File: src/aspab_pkg.sv
package aspab_pkg;

  // register byte offsets
  localparam logic [7:0] ASPAB_CTRL_OFF   = 8'h00;
  localparam logic [7:0] ASPAB_STAT_OFF   = 8'h04;
  localparam logic [7:0] ASPAB_CTRL2_OFF  = 8'h08;
  localparam logic [7:0] ASPAB_BAUDH_OFF  = 8'h0C;
  localparam logic [7:0] ASPAB_BAUDL_OFF  = 8'h10;
  localparam logic [7:0] ASPAB_TXDATA_OFF = 8'h14;
  localparam logic [7:0] ASPAB_RXDATA_OFF = 8'h18;
  localparam logic [7:0] ASPAB_PINSEL_OFF = 8'h1C;

  // control register fields
  localparam int CTRL_PORT_EN_BIT  = 7;
  localparam int CTRL_TX_EN_BIT    = 6;
  localparam int CTRL_TX9_BIT      = 5;
  localparam int CTRL_TX9D_BIT     = 4;
  localparam int CTRL_PARITY_BIT   = 3;
  localparam int CTRL_TXIE_BIT     = 1;
  localparam int CTRL_WAKE_BIT     = 0;

  // status register fields
  localparam int STAT_RX9D_BIT     = 6;
  localparam int STAT_PARITY_ERROR_FLAG_BIT     = 5;
  localparam int STAT_FRAMING_ERROR_FLAG_BIT     = 4;
  localparam int STAT_OVERRUN_FLAG_BIT     = 3;
  localparam int STAT_RXACT_BIT    = 2;
  localparam int STAT_SHEMPTY_BIT  = 1;
  localparam int STAT_ABROLL_BIT   = 0;
  localparam int STAT_TXEMPTY_BIT  = 8;
  localparam int STAT_TXBUSY_BIT   = 9;
  localparam int STAT_RXFLAG_BIT   = 10;

  // control register 2 fields
  localparam int CTRL2_ERRCLR_BIT  = 3;
  localparam int CTRL2_RX9_BIT     = 2;
  localparam int CTRL2_ABD_BIT     = 0;

  // pin select fields
  localparam int PINSEL_EN_BIT     = 3;

  localparam int          ASPAB_DIV_W      = 13;
  localparam int          ASPAB_PAIRS      = 8;
  localparam logic [12:0] ASPAB_ABD_LIMIT  = 13'h0FFF;
  localparam logic [7:0]  ASPAB_ABD_CHAR   = 8'h55;
  localparam int          ASPAB_TXE_DELAY  = 2;

  typedef enum logic [4:0] {
    ASPAB_TX_IDLE  = 5'b00001,
    ASPAB_TX_START = 5'b00010,
    ASPAB_TX_DATA  = 5'b00100,
    ASPAB_TX_STOP  = 5'b01000,
    ASPAB_TX_LOAD  = 5'b10000
  } aspab_tx_t;

  typedef enum logic [3:0] {
    ASPAB_RX_IDLE  = 4'b0001,
    ASPAB_RX_START = 4'b0010,
    ASPAB_RX_DATA  = 4'b0100,
    ASPAB_RX_STOP  = 4'b1000
  } aspab_rx_t;

endpackage : aspab_pkg

File: src/aspab_uart.sv
// The implementer's own choices: the placing of the registers and the APB slave port.
`timescale 1ns/1ps
//////////////////////////////////////////////////////////////////////////////////////////
module aspab_uart
  import aspab_pkg::*;
#(
  parameter int          PAIRS     = ASPAB_PAIRS,
  parameter logic [12:0] ABD_LIMIT = ASPAB_ABD_LIMIT
)(
  input  wire logic              pclk,
  input  wire logic              presetn,
  input  wire logic              psel,
  input  wire logic              penable,
  input  wire logic              pwrite,
  input  wire logic [7:0]        paddr,
  input  wire logic [31:0]       pwdata,
  output logic      [31:0]       prdata,
  output logic                   pready,
  output logic                   pslverr,
  output logic      [PAIRS-1:0]  tx_pin_o,
  output logic      [PAIRS-1:0]  tx_pin_oe,
  input  wire logic [PAIRS-1:0]  rx_pin_i,
  output logic                   tx_irq
);

  logic [7:0]  ctrl_q;
  logic [2:0]  ctrl2_q;
  logic [4:0]  baud_hi_q;
  logic [7:0]  baud_lo_q;
  logic [3:0]  pinsel_q;
  logic        errclr_q;
  logic [8:0]  thr_q;
  logic        thr_full_q;
  logic [1:0]  txe_dly_q;
  logic        txe_flag_q;
  logic [8:0]  tsr_q;
  logic [3:0]  tx_cnt_q;
  logic        tx_line_q;
  aspab_tx_t   tx_st_q;
  aspab_rx_t   rx_st_q;
  logic [8:0]  rx_sh_q;
  logic [3:0]  rx_cnt_q;
  logic [8:0]  rx_fifo_q [2];
  logic [1:0]  rx_count_q;
  logic        rxflag_q, parity_error_flag_q, framing_error_flag_q, overrun_flag_q, abroll_q;
  logic [12:0] btick_q, rtick_q;
  logic [1:0]  rphase_q;
  logic        btick;
  logic        rx_line;
  logic        wr, rd;
  logic [12:0] divisor;
  logic [3:0]  nbits;
  logic [17:0] abd_cnt_q;
  logic [17:0] abd_rnd;
  logic [2:0]  abd_edges_q;
  logic        abd_busy_q;
  logic        abd_wait_q;
  logic        abd_prev_q;
  logic        abd_fall;
  logic        abd_clr;
  logic        rx_done;
  logic        rx_pop;

  assign wr      = psel && penable && pwrite;
  assign rd      = psel && penable && !pwrite;
  assign divisor = {baud_hi_q, baud_lo_q};
  assign nbits   = ctrl_q[CTRL_TX9_BIT] ? 4'h9 : 4'h8;
  assign rx_line = pinsel_q[PINSEL_EN_BIT] ? rx_pin_i[pinsel_q[2:0]] : 1'b1;
  assign rx_pop  = rd && paddr == ASPAB_RXDATA_OFF;
  assign abd_rnd  = abd_cnt_q + 18'h00010;
  assign abd_fall = abd_prev_q && !rx_line;
  assign abd_clr  = abd_wait_q && rx_line && !abroll_q;

  //////////////////////////////////////////////////////////////////////////////////////////
  // apb slave: zero wait states, unmapped reads return zero with pslverr
  always_ff @(posedge pclk or negedge presetn)
    if (!presetn)
    begin
      ctrl_q   <= 8'h00;
      ctrl2_q  <= 3'h0;
      pinsel_q <= 4'h0;
    end
    else
    begin
      if (wr && paddr == ASPAB_CTRL_OFF)
        ctrl_q <= pwdata[7:0];
      if (wr && paddr == ASPAB_PINSEL_OFF)
        pinsel_q <= pwdata[3:0];
      if (wr && paddr == ASPAB_CTRL2_OFF)
        ctrl2_q <= {pwdata[CTRL2_RX9_BIT], 1'b0, pwdata[CTRL2_ABD_BIT]};
      else if (abd_clr)
        ctrl2_q[CTRL2_ABD_BIT] <= 1'b0;
    end

  // error-clear is a one-cycle pulse; writing zero leaves it low
  always_ff @(posedge pclk or negedge presetn)
    if (!presetn)
      errclr_q <= 1'b0;
    else
      errclr_q <= wr && paddr == ASPAB_CTRL2_OFF && pwdata[CTRL2_ERRCLR_BIT];

  always_ff @(posedge pclk or negedge presetn)
    if (!presetn)
    begin
      prdata  <= 32'h0000_0000;
      pready  <= 1'b0;
      pslverr <= 1'b0;
    end
    else
    begin
      pready  <= psel && !penable;
      pslverr <= 1'b0;
      prdata  <= 32'h0000_0000;
      if (psel && !penable)
      begin
        unique case (paddr)
          ASPAB_CTRL_OFF:   prdata <= {24'h0, ctrl_q};
          ASPAB_STAT_OFF:   prdata <= {21'h0, rxflag_q, tx_st_q != ASPAB_TX_IDLE,
                                       txe_flag_q, 1'b0, rx_fifo_q[0][8], parity_error_flag_q, framing_error_flag_q,
                                       overrun_flag_q, rx_st_q != ASPAB_RX_IDLE,
                                       tx_st_q == ASPAB_TX_IDLE, abroll_q};
          ASPAB_CTRL2_OFF:  prdata <= {28'h0, 1'b0, ctrl2_q};
          ASPAB_BAUDH_OFF:  prdata <= {27'h0, baud_hi_q};
          ASPAB_BAUDL_OFF:  prdata <= {24'h0, baud_lo_q};
          ASPAB_TXDATA_OFF: prdata <= {24'h0, thr_q[7:0]};
          ASPAB_RXDATA_OFF: prdata <= {24'h0, rx_fifo_q[0][7:0]};
          ASPAB_PINSEL_OFF: prdata <= {28'h0, pinsel_q};
          default:          pslverr <= 1'b1;
        endcase
      end
    end

  //////////////////////////////////////////////////////////////////////////////////////////
  // baud generator: tick every 4*(n+1) cycles, shared by tx and rx
  always_ff @(posedge pclk or negedge presetn)
    if (!presetn)
      btick_q <= 13'h0000;
    else if (btick_q >= divisor)
      btick_q <= 13'h0000;
    else
      btick_q <= btick_q + 13'h0001;

  logic [1:0] quarter_q;
  always_ff @(posedge pclk or negedge presetn)
    if (!presetn)
      quarter_q <= 2'h0;
    else if (btick_q >= divisor)
      quarter_q <= quarter_q + 2'h1;

  assign btick = btick_q >= divisor && quarter_q == 2'h3;

  // idle level after reset, so no false falling edge follows it
  always_ff @(posedge pclk or negedge presetn)
    if (!presetn)
      abd_prev_q <= 1'b1;
    else
      abd_prev_q <= rx_line;

  // measurement and stored divisor
  always_ff @(posedge pclk or negedge presetn)
    if (!presetn)
    begin
      baud_hi_q   <= 5'h00;
      baud_lo_q   <= 8'h00;
      abd_cnt_q   <= 18'h00000;
      abd_edges_q <= 3'h0;
      abd_busy_q  <= 1'b0;
      abd_wait_q  <= 1'b0;
      abroll_q    <= 1'b0;
    end
    else
    begin
      if (wr && paddr == ASPAB_BAUDH_OFF)
        baud_hi_q <= pwdata[4:0];
      if (wr && paddr == ASPAB_BAUDL_OFF)
        baud_lo_q <= pwdata[7:0];
      if (wr && paddr == ASPAB_STAT_OFF && !pwdata[STAT_ABROLL_BIT])
        abroll_q <= 1'b0;
      if (!ctrl2_q[CTRL2_ABD_BIT])
      begin
        abd_busy_q  <= 1'b0;
        abd_wait_q  <= 1'b0;
        abd_edges_q <= 3'h0;
        abroll_q    <= 1'b0;
      end
      else if (abd_wait_q)
      begin
        // wait for the stop bit so the tail of the character is not taken as a frame
        if (rx_line)
          abd_wait_q <= 1'b0;
      end
      else if (!abd_busy_q)
      begin
        if (abd_fall)
        begin
          abd_busy_q  <= 1'b1;
          abd_cnt_q   <= 18'h00000;
          abd_edges_q <= 3'h0;
        end
      end
      else
      begin
        // 0x55 falls at start, d1, d3, d5 and d7: eight bit times in all
        if (!abd_cnt_q[17])
          abd_cnt_q <= abd_cnt_q + 18'h00001;
        if (abd_rnd[17:5] > ABD_LIMIT + 13'h0001)
          abroll_q <= 1'b1;
        if (abd_fall)
        begin
          abd_edges_q <= abd_edges_q + 3'h1;
          if (abd_edges_q == 3'h3)
          begin
            abd_busy_q <= 1'b0;
            abd_wait_q <= 1'b1;
            // 8 bit times = 32*(n+1) cycles, rounded to the nearest
            if (!abroll_q && abd_rnd[17:5] <= ABD_LIMIT + 13'h0001)
              {baud_hi_q, baud_lo_q} <= abd_rnd[17:5] - 13'h0001;
          end
        end
      end
    end

  //////////////////////////////////////////////////////////////////////////////////////////
  // transmitter
  always_ff @(posedge pclk or negedge presetn)
    if (!presetn)
    begin
      thr_q      <= 9'h000;
      thr_full_q <= 1'b0;
      tsr_q      <= 9'h000;
      tx_cnt_q   <= 4'h0;
      tx_line_q  <= 1'b1;
      tx_st_q    <= ASPAB_TX_IDLE;
    end
    else
    begin
      if (wr && paddr == ASPAB_TXDATA_OFF)
      begin
        thr_q      <= {ctrl_q[CTRL_TX9D_BIT], pwdata[7:0]};
        thr_full_q <= 1'b1;
      end
      unique case (tx_st_q)
        ASPAB_TX_IDLE:
          if (thr_full_q && ctrl_q[CTRL_TX_EN_BIT] && ctrl_q[CTRL_PORT_EN_BIT])
            tx_st_q <= ASPAB_TX_LOAD;
        ASPAB_TX_LOAD:
        begin
          tsr_q      <= thr_q;
          thr_full_q <= wr && paddr == ASPAB_TXDATA_OFF;
          tx_st_q    <= ASPAB_TX_START;
        end
        ASPAB_TX_START:
          if (btick)
          begin
            tx_line_q <= 1'b0;
            tx_cnt_q  <= 4'h0;
            tx_st_q   <= ASPAB_TX_DATA;
          end
        ASPAB_TX_DATA:
          if (btick)
          begin
            tx_line_q <= tsr_q[0];
            tsr_q     <= {1'b0, tsr_q[8:1]};
            tx_cnt_q  <= tx_cnt_q + 4'h1;
            if (tx_cnt_q == nbits - 4'h1)
              tx_st_q <= ASPAB_TX_STOP;
          end
        ASPAB_TX_STOP:
          if (btick)
          begin
            tx_line_q <= 1'b1;
            tx_st_q   <= ASPAB_TX_IDLE;
          end
        default:
          tx_st_q <= ASPAB_TX_IDLE;
      endcase
    end

  // tx-empty flag lags a write by two cycles; software cannot clear it
  always_ff @(posedge pclk or negedge presetn)
    if (!presetn)
    begin
      txe_dly_q  <= 2'h0;
      txe_flag_q <= 1'b1;
    end
    else
    begin
      txe_dly_q <= {txe_dly_q[0], wr && paddr == ASPAB_TXDATA_OFF};
      if (txe_dly_q[ASPAB_TXE_DELAY-1] && thr_full_q)
        txe_flag_q <= 1'b0;
      else if (!thr_full_q && !txe_dly_q[0])
        txe_flag_q <= 1'b1;
    end

  always_ff @(posedge pclk or negedge presetn)
    if (!presetn)
      tx_irq <= 1'b0;
    else
      tx_irq <= txe_flag_q && ctrl_q[CTRL_TXIE_BIT];

  // transmit pin routing
  for (genvar g = 0; g < PAIRS; g++)
  begin : g_pair
    always_ff @(posedge pclk or negedge presetn)
      if (!presetn)
      begin
        tx_pin_o[g]  <= 1'b1;
        tx_pin_oe[g] <= 1'b0;
      end
      else
      begin
        tx_pin_o[g]  <= tx_line_q;
        tx_pin_oe[g] <= pinsel_q[PINSEL_EN_BIT] && pinsel_q[2:0] == 3'(g);
      end
  end

  //////////////////////////////////////////////////////////////////////////////////////////
  // receiver: samples at mid-bit using quarter-bit ticks of the same generator
  logic rq_tick;
  assign rq_tick = btick_q >= divisor;

  always_ff @(posedge pclk or negedge presetn)
    if (!presetn)
    begin
      rx_st_q  <= ASPAB_RX_IDLE;
      rx_sh_q  <= 9'h000;
      rx_cnt_q <= 4'h0;
      rphase_q <= 2'h0;
      rx_done  <= 1'b0;
    end
    else
    begin
      rx_done <= 1'b0;
      unique case (rx_st_q)
        ASPAB_RX_IDLE:
          if (!rx_line && ctrl_q[CTRL_PORT_EN_BIT] && !ctrl_q[CTRL_WAKE_BIT]
              && !ctrl2_q[CTRL2_ABD_BIT])
          begin
            rphase_q <= 2'h0;
            rx_st_q  <= ASPAB_RX_START;
          end
        ASPAB_RX_START:
          if (rq_tick)
          begin
            rphase_q <= rphase_q + 2'h1;
            if (rphase_q == 2'h1)
            begin
              rphase_q <= 2'h0;
              rx_cnt_q <= 4'h0;
              rx_st_q  <= rx_line ? ASPAB_RX_IDLE : ASPAB_RX_DATA;
            end
          end
        ASPAB_RX_DATA:
          if (rq_tick)
          begin
            rphase_q <= rphase_q + 2'h1;
            if (rphase_q == 2'h3)
            begin
              rx_sh_q  <= ctrl2_q[CTRL2_RX9_BIT] ? {rx_line, rx_sh_q[8:1]}
                                                 : {1'b0, rx_line, rx_sh_q[7:1]};
              rx_cnt_q <= rx_cnt_q + 4'h1;
              if (rx_cnt_q == (ctrl2_q[CTRL2_RX9_BIT] ? 4'h8 : 4'h7))
                rx_st_q <= ASPAB_RX_STOP;
            end
          end
        ASPAB_RX_STOP:
          if (rq_tick)
          begin
            rphase_q <= rphase_q + 2'h1;
            if (rphase_q == 2'h3)
            begin
              rx_done <= 1'b1;
              rx_st_q <= ASPAB_RX_IDLE;
            end
          end
        default:
          rx_st_q <= ASPAB_RX_IDLE;
      endcase
    end

  // stop sample is the line at the end of the stop state
  logic stop_bad;
  assign stop_bad = rx_st_q == ASPAB_RX_STOP && rq_tick && rphase_q == 2'h3 && !rx_line;

  // two-deep receive store and error flags; set wins over clear
  always_ff @(posedge pclk or negedge presetn)
    if (!presetn)
    begin
      rx_fifo_q[0] <= 9'h000;
      rx_fifo_q[1] <= 9'h000;
      rx_count_q   <= 2'h0;
      rxflag_q     <= 1'b0;
      parity_error_flag_q       <= 1'b0;
      framing_error_flag_q       <= 1'b0;
      overrun_flag_q       <= 1'b0;
    end
    else
    begin
      if (rx_pop && rx_count_q != 2'h0)
      begin
        rx_fifo_q[0] <= rx_fifo_q[1];
        rx_count_q   <= rx_count_q - 2'h1;
      end
      if (rx_pop)
        rxflag_q <= 1'b0;
      if (errclr_q)
      begin
        framing_error_flag_q <= 1'b0;
        overrun_flag_q <= 1'b0;
      end
      if (stop_bad)
        framing_error_flag_q <= 1'b1;
      if (rx_done)
      begin
        rxflag_q <= 1'b1;
        parity_error_flag_q   <= ^rx_sh_q[7:0] ^ (ctrl2_q[CTRL2_RX9_BIT] & rx_sh_q[8])
                    ^ ctrl_q[CTRL_PARITY_BIT];
        if (rx_count_q == 2'h2 && !rx_pop)
          overrun_flag_q <= 1'b1;
        else if (rx_count_q == 2'h0 || (rx_count_q == 2'h1 && rx_pop))
        begin
          rx_fifo_q[0] <= rx_sh_q;
          rx_count_q   <= rx_pop ? 2'h1 : rx_count_q + 2'h1;
        end
        else
        begin
          rx_fifo_q[1] <= rx_sh_q;
          rx_count_q   <= rx_pop ? 2'h2 : rx_count_q + 2'h1;
        end
      end
    end

  //////////////////////////////////////////////////////////////////////////////////////////
  rx_flag_a: assert property (@(posedge pclk) disable iff (!presetn)
    rx_done |=> rxflag_q) else $error("receive flag not set");
  frame_err_a: assert property (@(posedge pclk) disable iff (!presetn)
    stop_bad |=> framing_error_flag_q) else $error("framing error missed");
  txe_lag_a: assert property (@(posedge pclk) disable iff (!presetn)
    wr && paddr == ASPAB_TXDATA_OFF |=> ##2 !txe_flag_q || !thr_full_q)
    else $error("tx empty not cleared");
  errclr_pulse_a: assert property (@(posedge pclk) disable iff (!presetn)
    errclr_q |=> !errclr_q || $past(wr)) else $error("error clear stuck");
  irq_gate_a: assert property (@(posedge pclk) disable iff (!presetn)
    !ctrl_q[CTRL_TXIE_BIT] |=> !tx_irq) else $error("irq not gated");
  pin_sel_a: assert property (@(posedge pclk) disable iff (!presetn)
    !pinsel_q[PINSEL_EN_BIT] |=> tx_pin_oe == '0) else $error("pin driven");
  tx_start_a: assert property (@(posedge pclk) disable iff (!presetn)
    tx_st_q == ASPAB_TX_START && btick |=> !tx_line_q) else $error("no start bit");
  apb_ready_a: assert property (@(posedge pclk) disable iff (!presetn)
    psel && !penable |=> pready) else $error("pready late");
  tx_cov_c: cover property (@(posedge pclk) tx_st_q == ASPAB_TX_STOP && btick);
  rx_cov_c: cover property (@(posedge pclk) rx_done);
  ovr_cov_c: cover property (@(posedge pclk) rx_done && rx_count_q == 2'h2);

endmodule : aspab_uart

File: config.mk
export PLATFORM = sky130hd
export DESIGN_NAME = aspab_uart
export DESIGN_NICKNAME = d
export VERILOG_FILES = /design/src/aspab_pkg.sv /design/src/aspab_uart.sv
export SDC_FILE = /design/constraint.sdc
export NUM_CORES = 1
export LEC_CHECK = 0
export ABC_CLOCK_PERIOD_IN_PS = 3000
export CAP_MARGIN = 20
export CORE_UTILIZATION = 39
export DETAILED_ROUTE_END_ITERATION = 6
export DONT_BUFFER_PORTS = 1
export GPL_ROUTABILITY_DRIVEN = 1
export PLACE_DENSITY_LB_ADDON = 0.08
export SLEW_MARGIN = 10
export SYNTH_ARGS = -nofsm -noshare
export SYNTH_HDL_FRONTEND = slang
export SYNTH_SLANG_ARGS = --single-unit
File: constraint.sdc
create_clock -name pclk -period 3 [get_ports pclk]
set_input_delay 0.6 -clock pclk [delete_from_list [all_inputs] [get_ports pclk]]
set_output_delay 0.6 -clock pclk [all_outputs]
set_load 0.02 [all_outputs]
==> results_dict.tcl, run 1 <==
set metrics [dict create \
    grt_overflow_total 0 \
    postCtsSetupRepairBufs 0 \
    viasPerCell 5.24 \
    required_ps 3300 \
    synth_cell_types 68 \
    cts_resized 0 \
    p_total_w 0.00475 \
    worstPathMaxFanout 8 \
    irDropWorstVdd_mv 0.303 \
    drv_slew 0 \
    ys_warn_count 0 \
    seq_area_frac_synth_pct 45.7 \
    grt_pass1_vias 6578 \
    crit_chain "inv_1 > ha_1 > nor2b_1 > o211ai_1 > a211o_1 > a21oi_1 > o21ai_1 > o21ai_2 > buf_4 > mux2_2" \
    synthTopCellsByArea "dfrtp_1 44%, mux2_2 5.3%, mux2i_1 4.5%" \
    ios 104 \
    met3_usage_pct 3.06 \
    slowest_delay_ps 460 \
    htree_num_levels 4 \
    via_count 6496 \
    arrival_ps 3080 \
    antenna_left 0 \
    die_height_microns 155 \
    antenna_found_initial 0 \
    synth-edff-count 0 \
    power_leakage_nw 4.45 \
    gp_congestion 0.811 \
    die_x_microns 155 \
    fin_setup_tns_ps 0 \
    finalCritPeriodShare_pct 92.5 \
    worstSkewPairLatency_ps 430 \
    drive_gt1_share_pct 14.5 \
    cts_tree "done" \
    cts_buffers 17 \
    crit_path_end_kind "flip-flop" \
    route.detailed.drc 0 \
    worst_path_max_delay_cell "a21oi_1" \
    rsz0062_at_grt "no" \
    path_delay_family "compound AO/OA/AOI/OAI gates" \
    criticalPathCategory "flip-flop to flip-flop" \
    core_sq_um 22800 \
    dp_hpwl_microns 16000 \
    netlist_area_sq_um 9160 \
    syn_to_final_growth_pct 9.05 \
    ys.flop_type "dfrtp_1" \
    nNetsFinal 995 \
    power.density_nw_per_um2 475 \
    busiest_layer "met2" \
    gr-usage-met2_pct 31.6 \
    grt_use_met1_pct 26.2 \
    setup_viol_count_final 0 \
    status "finished with violations" \
    holdWs_ps -136 \
    startpoint_type "flip-flop" \
    grt_pass1_wl_microns 35800 \
    max_freq_ghz 0.360 \
    syn_area_per_cell_sq_um 10.0 \
    finalCriticalPeriod_ps 2780 \
    cts-root-buf "clkbuf_16" \
    maxCapViolCount 0 \
    cts.sinks 167 \
    grt_usage_pct 19.1 \
    min_path_type "primary input to asynchronous set/reset pin" \
    max_slew_margin_pct 47.8 \
    syn-instance-count 912 \
    yosysTopAreaCellShare_pct 44.0 \
    worst_slew_pin_slew_ps 785 \
    synth.largest_area_cell "dfrtp_1" \
    numPortBuffers 0 \
    critPathBufInv 2 \
    clk_pin_slew_ps 70 \
    initial_core_util_pct 40.1 \
    failed_checks "hold timing" \
    die-area_sq_um 24100 \
    hold_viol_final 161 \
    finalWirelength_microns 21800 \
    drt_iter0_drc 373 \
    first_pass_iters 5 \
    finClkSkew_ps 16.2 \
    synth_seq_cells 167 \
    rows 55 \
    async_flop_share_pct 100 \
    wl_per_cell_microns 17.6 \
    grt_max_degree 168 \
    clockBufferDepth 2 \
    antennaDiodeCount 0 \
]
-- through the flow --
stage,util (%),cell area [sq um],std cells,hold slack [ps],setup slack [ps]
3_5_place_dp,41.3,9440,1207,311,195
5_1_grt,43.7,9990,1239,-166,62.0
4_1_cts,43.7,9990,1239,-161,224
3_3_place_gp,41.3,9440,1207,311,217
6_report,43.7,9990,1239,-136,224
2_1_floorplan,-,9240,932,304,399
-- logic make-up after synthesis --
| kind of cell | count (synthesis) | synth area share, % |
|---|---|---|
| AND/OR/NAND/NOR | 323 | 17.9 |
| flip-flops | 167 | 45.7 |
| AO/OA/AOI/OAI | 155 | 11.2 |
| buffers and inverters | 97 | 5.60 |
| multiplexers | 94 | 11.2 |
| XOR/XNOR | 46 | 4.40 |
| adder cells (fa/ha/maj) | 29 | 3.96 |
| other | 1 | 0.0409 |
-- power by group --
part	total, W	switching (W)	internal, W
Sequential	0.00234	0.0000435	0.00230
Combinational	0.000344	0.000198	0.000146
Clock	0.00206	0.000935	0.00112
Total	0.00475	0.00118	0.00357
-- worst reg2reg max path, stage by stage (launching register included) --
cell      delay [ps]
dfrtp_1          370
inv_1             70
ha_1             300
nor2b_1          150
o211ai_1         100
a211o_1          260
a21oi_1          460
o21ai_1          270
o21ai_2          160
buf_4            180
mux2_2           350
-- flip-flops by register name, indices dropped and copies added (netlist names), 4 cells and up --
signal,count
baud_lo_q,8
tx_st_q,5
baud_hi_q,5
rx_st_q,4
ctrl_q,8
tx_cnt_q,4
btick_q,13
rx_sh_q,9
tsr_q,9
thr_q,9
tx_pin_oe,8
abd_cnt_q,18
rx_cnt_q,4
prdata,11
rx_fifo_q,18
pinsel_q,4
-- layout make-up --
class                           instances  area [sq um]
Fill cell                            2200         12900
Tap cell                              313           392
Inverter                               31           116
Timing Repair Buffer                   28           210
Sequential cell                       167          4190
Multi-Input combinational cell        668          4540
Clock buffer                           21           460
Clock inverter                         11          88.8
-- cells in the mapped netlist, types with 8 or more instances --
library cell  count
inv_1            30
nand2_1          85
nor2_1           79
xor2_1           19
buf_4            32
xnor2_1          27
mux2_2           43
and3_1           14
nand4_1           9
clkbuf_1         20
o2bb2ai_1        10
nand3_1          34
nor2b_1          19
nand2b_1         11
nor3_1           19
a31oi_1          14
a21oi_1          41
buf_2            10
a22oi_1          12
dfrtp_1         161
o21ai_0          31
mux2i_1          41
mux2_1            8
ha_1             29
-- routing by layer --
layer / part of all wire [%] / wire [microns] / vias up
met2: 48 / 10500 / 106
met1: 48 / 10400 / 3202
met4: 0.90 / 196 / 0
li1: - / - / 3177
met5: 0 / 0 / -
met3: 3.1 / 673 / 11
-- worst paths after layout --
check	startpoint	endpoint	slack, ps	cells after the start
setup / recovery	baud_lo_q[1]	tsr_q[5]	220	10
hold / removal	presetn	rx_count_q[0]	-140	0
setup reg to reg	baud_lo_q[1]	tsr_q[5]	220	10
hold reg to reg	tx_line_q	tx_pin_o[7]	370	0
max in group asynchronous	presetn	tx_line_q	2740	0
min in group pclk	pwdata[0]	ctrl2_q[0]	300	2
-- cell usage in the layout (no fill, tap or decap), types with 4 or more instances in the layout --
cell type and count:
nand3_1 34, nor2_1 79, mux2_1 8, nand2b_1 11, nand4_1 9, dfstp_2 6
dfrtp_1 161, xor2_1 19, nor4_1 7, inv_1 30, and3_1 14, a31oi_1 14
inv_6 4, and2_1 7, or2_2 6, buf_4 28, a211oi_1 5, a22oi_1 12
or3_1 7, o211ai_1 4, nor3_1 19, nand2_1 85, clkbuf_16 17, a21oi_1 41
conb_1 21, o21ai_0 31, ha_1 29, mux2i_1 41, a21o_1 7, a22o_1 4
nor2b_1 19, nand3b_1 4, nor4b_1 5, o2bb2ai_1 10, mux2_2 43, xnor2_1 27
Power figures use the tool's default switching activity.
==> run 2: changes to the inputs <==
Settings changed: ABC_AREA set to 1.
==> results_dict.tcl, run 2 <==
set metrics [dict create \
    clockBufferDepth 2 \
    ios 104 \
    max_slew_margin_pct 48.3 \
    crit_path_start "baud_hi_q[4]" \
    worstPathMaxFanout 16 \
    finalCriticalPeriod_ps 2410 \
    antennaDiodeCount 0 \
    antenna_found_initial 0 \
    setup_viol_count_final 0 \
    route.detailed.drc 0 \
    maxCapViolCount 0 \
    synthTopCellsByCount "344 x nand2_1, 161 x dfrtp_1, 161 x inv_1, 126 x o21ai_0, 83 x nor2_1" \
    rr_worst_depth 12 \
    fin_setup_tns_ps 0 \
    startpoint_type "flip-flop" \
    yosysTopAreaCellShare_pct 42.1 \
    synth.most_common_cell "nand2_1" \
    synthTopCellsByArea "dfrtp_1 42%, nand2_1 13%, o21ai_0 6.6%" \
    drive_gt1_share_pct 8.54 \
    final_common_cell "nand2_1" \
    grt_pass1_wl_microns 38600 \
    synth_seq_cells 167 \
    reg2reg_to "tsr_q[2]" \
    final_area_sq_um 10400 \
    synth-edff-count 0 \
    die_height_microns 159 \
    core_sq_um 23800 \
    syn_to_final_growth_pct 8.34 \
    cts.sinks 167 \
    grt_max_degree 168 \
    htree_num_levels 4 \
    postCtsSetupRepairBufs 0 \
    rsz0062_at_grt "no" \
    finalCritPeriodShare_pct 80.4 \
    wl_per_cell_microns 15.1 \
    syn_area_per_cell_sq_um 7.69 \
    status "finished with violations" \
    synth_cell_types 50 \
    holdWs_ps -143 \
    viasPerCell 4.92 \
    endpoint "tsr_q[2]" \
    seq_area_frac_synth_pct 43.7 \
    hold_viol_final 161 \
    die-area_sq_um 25200 \
    die_x_microns 159 \
    failed_checks "hold timing" \
    max_freq_ghz 0.415 \
    grt_overflow_total 0 \
    slowest_delay_ps 380 \
    rows 56 \
    dp_hpwl_microns 17600 \
    irDropWorstVdd_mv 0.345 \
    final_cell_mix "344 x nand2_1, 161 x inv_1, 161 x dfrtp_1, 126 x o21ai_0, 83 x nor2_1" \
    finClkSkew_ps 12.2 \
    grt_pass1_vias 7211 \
    crit_chain "inv_1 > ha_1 > a21oi_1 > o21ai_0 > a21oi_2 > nand3_2 > nand2_1 > inv_2 > nand2_2 > nand2_2 > nand2_1 > o21ai_0" \
    arrival_ps 2720 \
    grt_usage_pct 20.0 \
    num-fill-cells 2403 \
    finalWirelength_microns 23800 \
    criticalPathCategory "flip-flop to flip-flop" \
    initial_core_util_pct 40.3 \
    reg_top3 "abd_cnt_q (18), rx_fifo_q (18), btick_q (13)" \
    required_ps 3310 \
    syn-instance-count 1244 \
    netlist_area_sq_um 9570 \
    postPlaceCellArea_sq_um 9770 \
    first_pass_iters 5 \
    drv_slew 0 \
    worstSkewPairLatency_ps 430 \
    cts_resized 0 \
    gp_congestion 0.867 \
    async_flop_share_pct 100 \
    cts-root-buf "clkbuf_16" \
    worst_path_max_delay_cell "dfrtp_1" \
    timing.rr.start "baud_hi_q[4]" \
    power.density_nw_per_um2 469 \
    clk_pin_slew_ps 80 \
    nNetsFinal 1322 \
    regToRegSetupSlack_ps 590 \
    antenna_left 0 \
    cts_buffers 17 \
    cts_tree "done" \
    worst_slew_pin_slew_ps 777 \
    drt_iter0_drc 479 \
    via_count 7740 \
    synth.largest_area_cell "dfrtp_1" \
    numPortBuffers 0 \
    power_leakage_nw 5.07 \
    ys_warn_count 0 \
    min_path_type "primary input to asynchronous set/reset pin" \
    crit_path_end_kind "flip-flop" \
    ys.flop_type "dfrtp_1" \
]
[run 2: cell count changes after synthesis, moves of 24 or more]
cell / previous run / this run
o21ai_0: 31 / 126
mux2i_1: 41 / 0
nand2_1: 85 / 344
nand3_1: 34 / 58
inv_1: 30 / 161
nand4_1: 9 / 40
mux2_2: 43 / 1
[run 2: power breakdown]
part,internal [W],switching [W],total (W)
clock,0.00122,0.00106,0.00227
combinational,0.0000817,0.000198,0.000280
sequential,0.00229,0.0000241,0.00231
total,0.00358,0.00128,0.00486
[run 2: worst max-delay path, delay by kind of cell (launching register included)]
family,cells,cell delay (ps)
AO/OA/AOI/OAI,4,590
adder cells (fa/ha/maj),1,270
buffers and inverters,2,200
flip-flops,1,380
AND/OR/NAND/NOR,5,850
[run 2: cells by family after synthesis]
logic type      count (synthesis)  synth area share, %
xor+xnor                       24                 2.20
flops                         167                 43.7
other cells                     1               0.0392
mux                             1                0.118
fa+ha+maj                      29                 3.79
simple gates                  603                 28.6
buf+inv                       222                 10.3
compound gates                197                 11.2
[run 2: per-stage QoR]
stage	power (W)	setup slack, ps	instances	util [%]	hold slack [ps]
4_1_cts	0.00492	565	1572	43.7	-158
2_1_floorplan	0.00258	992	1264	-	304
3_3_place_gp	0.00263	602	1540	41.1	312
5_1_grt	0.00504	353	1572	43.7	-166
3_5_place_dp	0.00263	570	1540	41.1	313
6_report	0.00486	588	1572	43.7	-143
[run 2: final cells by class]
type	count	area, sq um	share of cell area, %
inverter	168	631	6.08
multi-input combinational	875	4470	43.2
clock inverter	13	153	1.47
sequential	167	4190	40.4
clock buffer	19	443	4.27
timing repair buffer	11	82.6	0.796
tap	319	399	3.85
[run 2: worst min-delay path by stage]
| stage | startpoint | endpoint | slack (ps) | depth (start not counted) |
|---|---|---|---|---|
| 2_1_floorplan | presetn | abd_busy_q | 300 | 0 |
| 3_3_place_gp | presetn | rx_fifo_q[1] | 310 | 0 |
| 3_5_place_dp | presetn | rx_fifo_q[12] | 310 | 0 |
| 4_1_cts | presetn | rx_fifo_q[10] | -160 | 0 |
| 5_1_grt | presetn | rx_fifo_q[10] | -170 | 0 |
| 6_report | presetn | rx_fifo_q[12] | -140 | 0 |
[run 2: metal layers]
| layer | part of all wire (%) | track usage (%) |
|---|---|---|
| met1 | 47 | 26.8 |
| met2 | 47 | 33.1 |
| met3 | 4.8 | 4.25 |
| met4 | 1.1 | 4.49 |
| met5 | 0 | 0 |
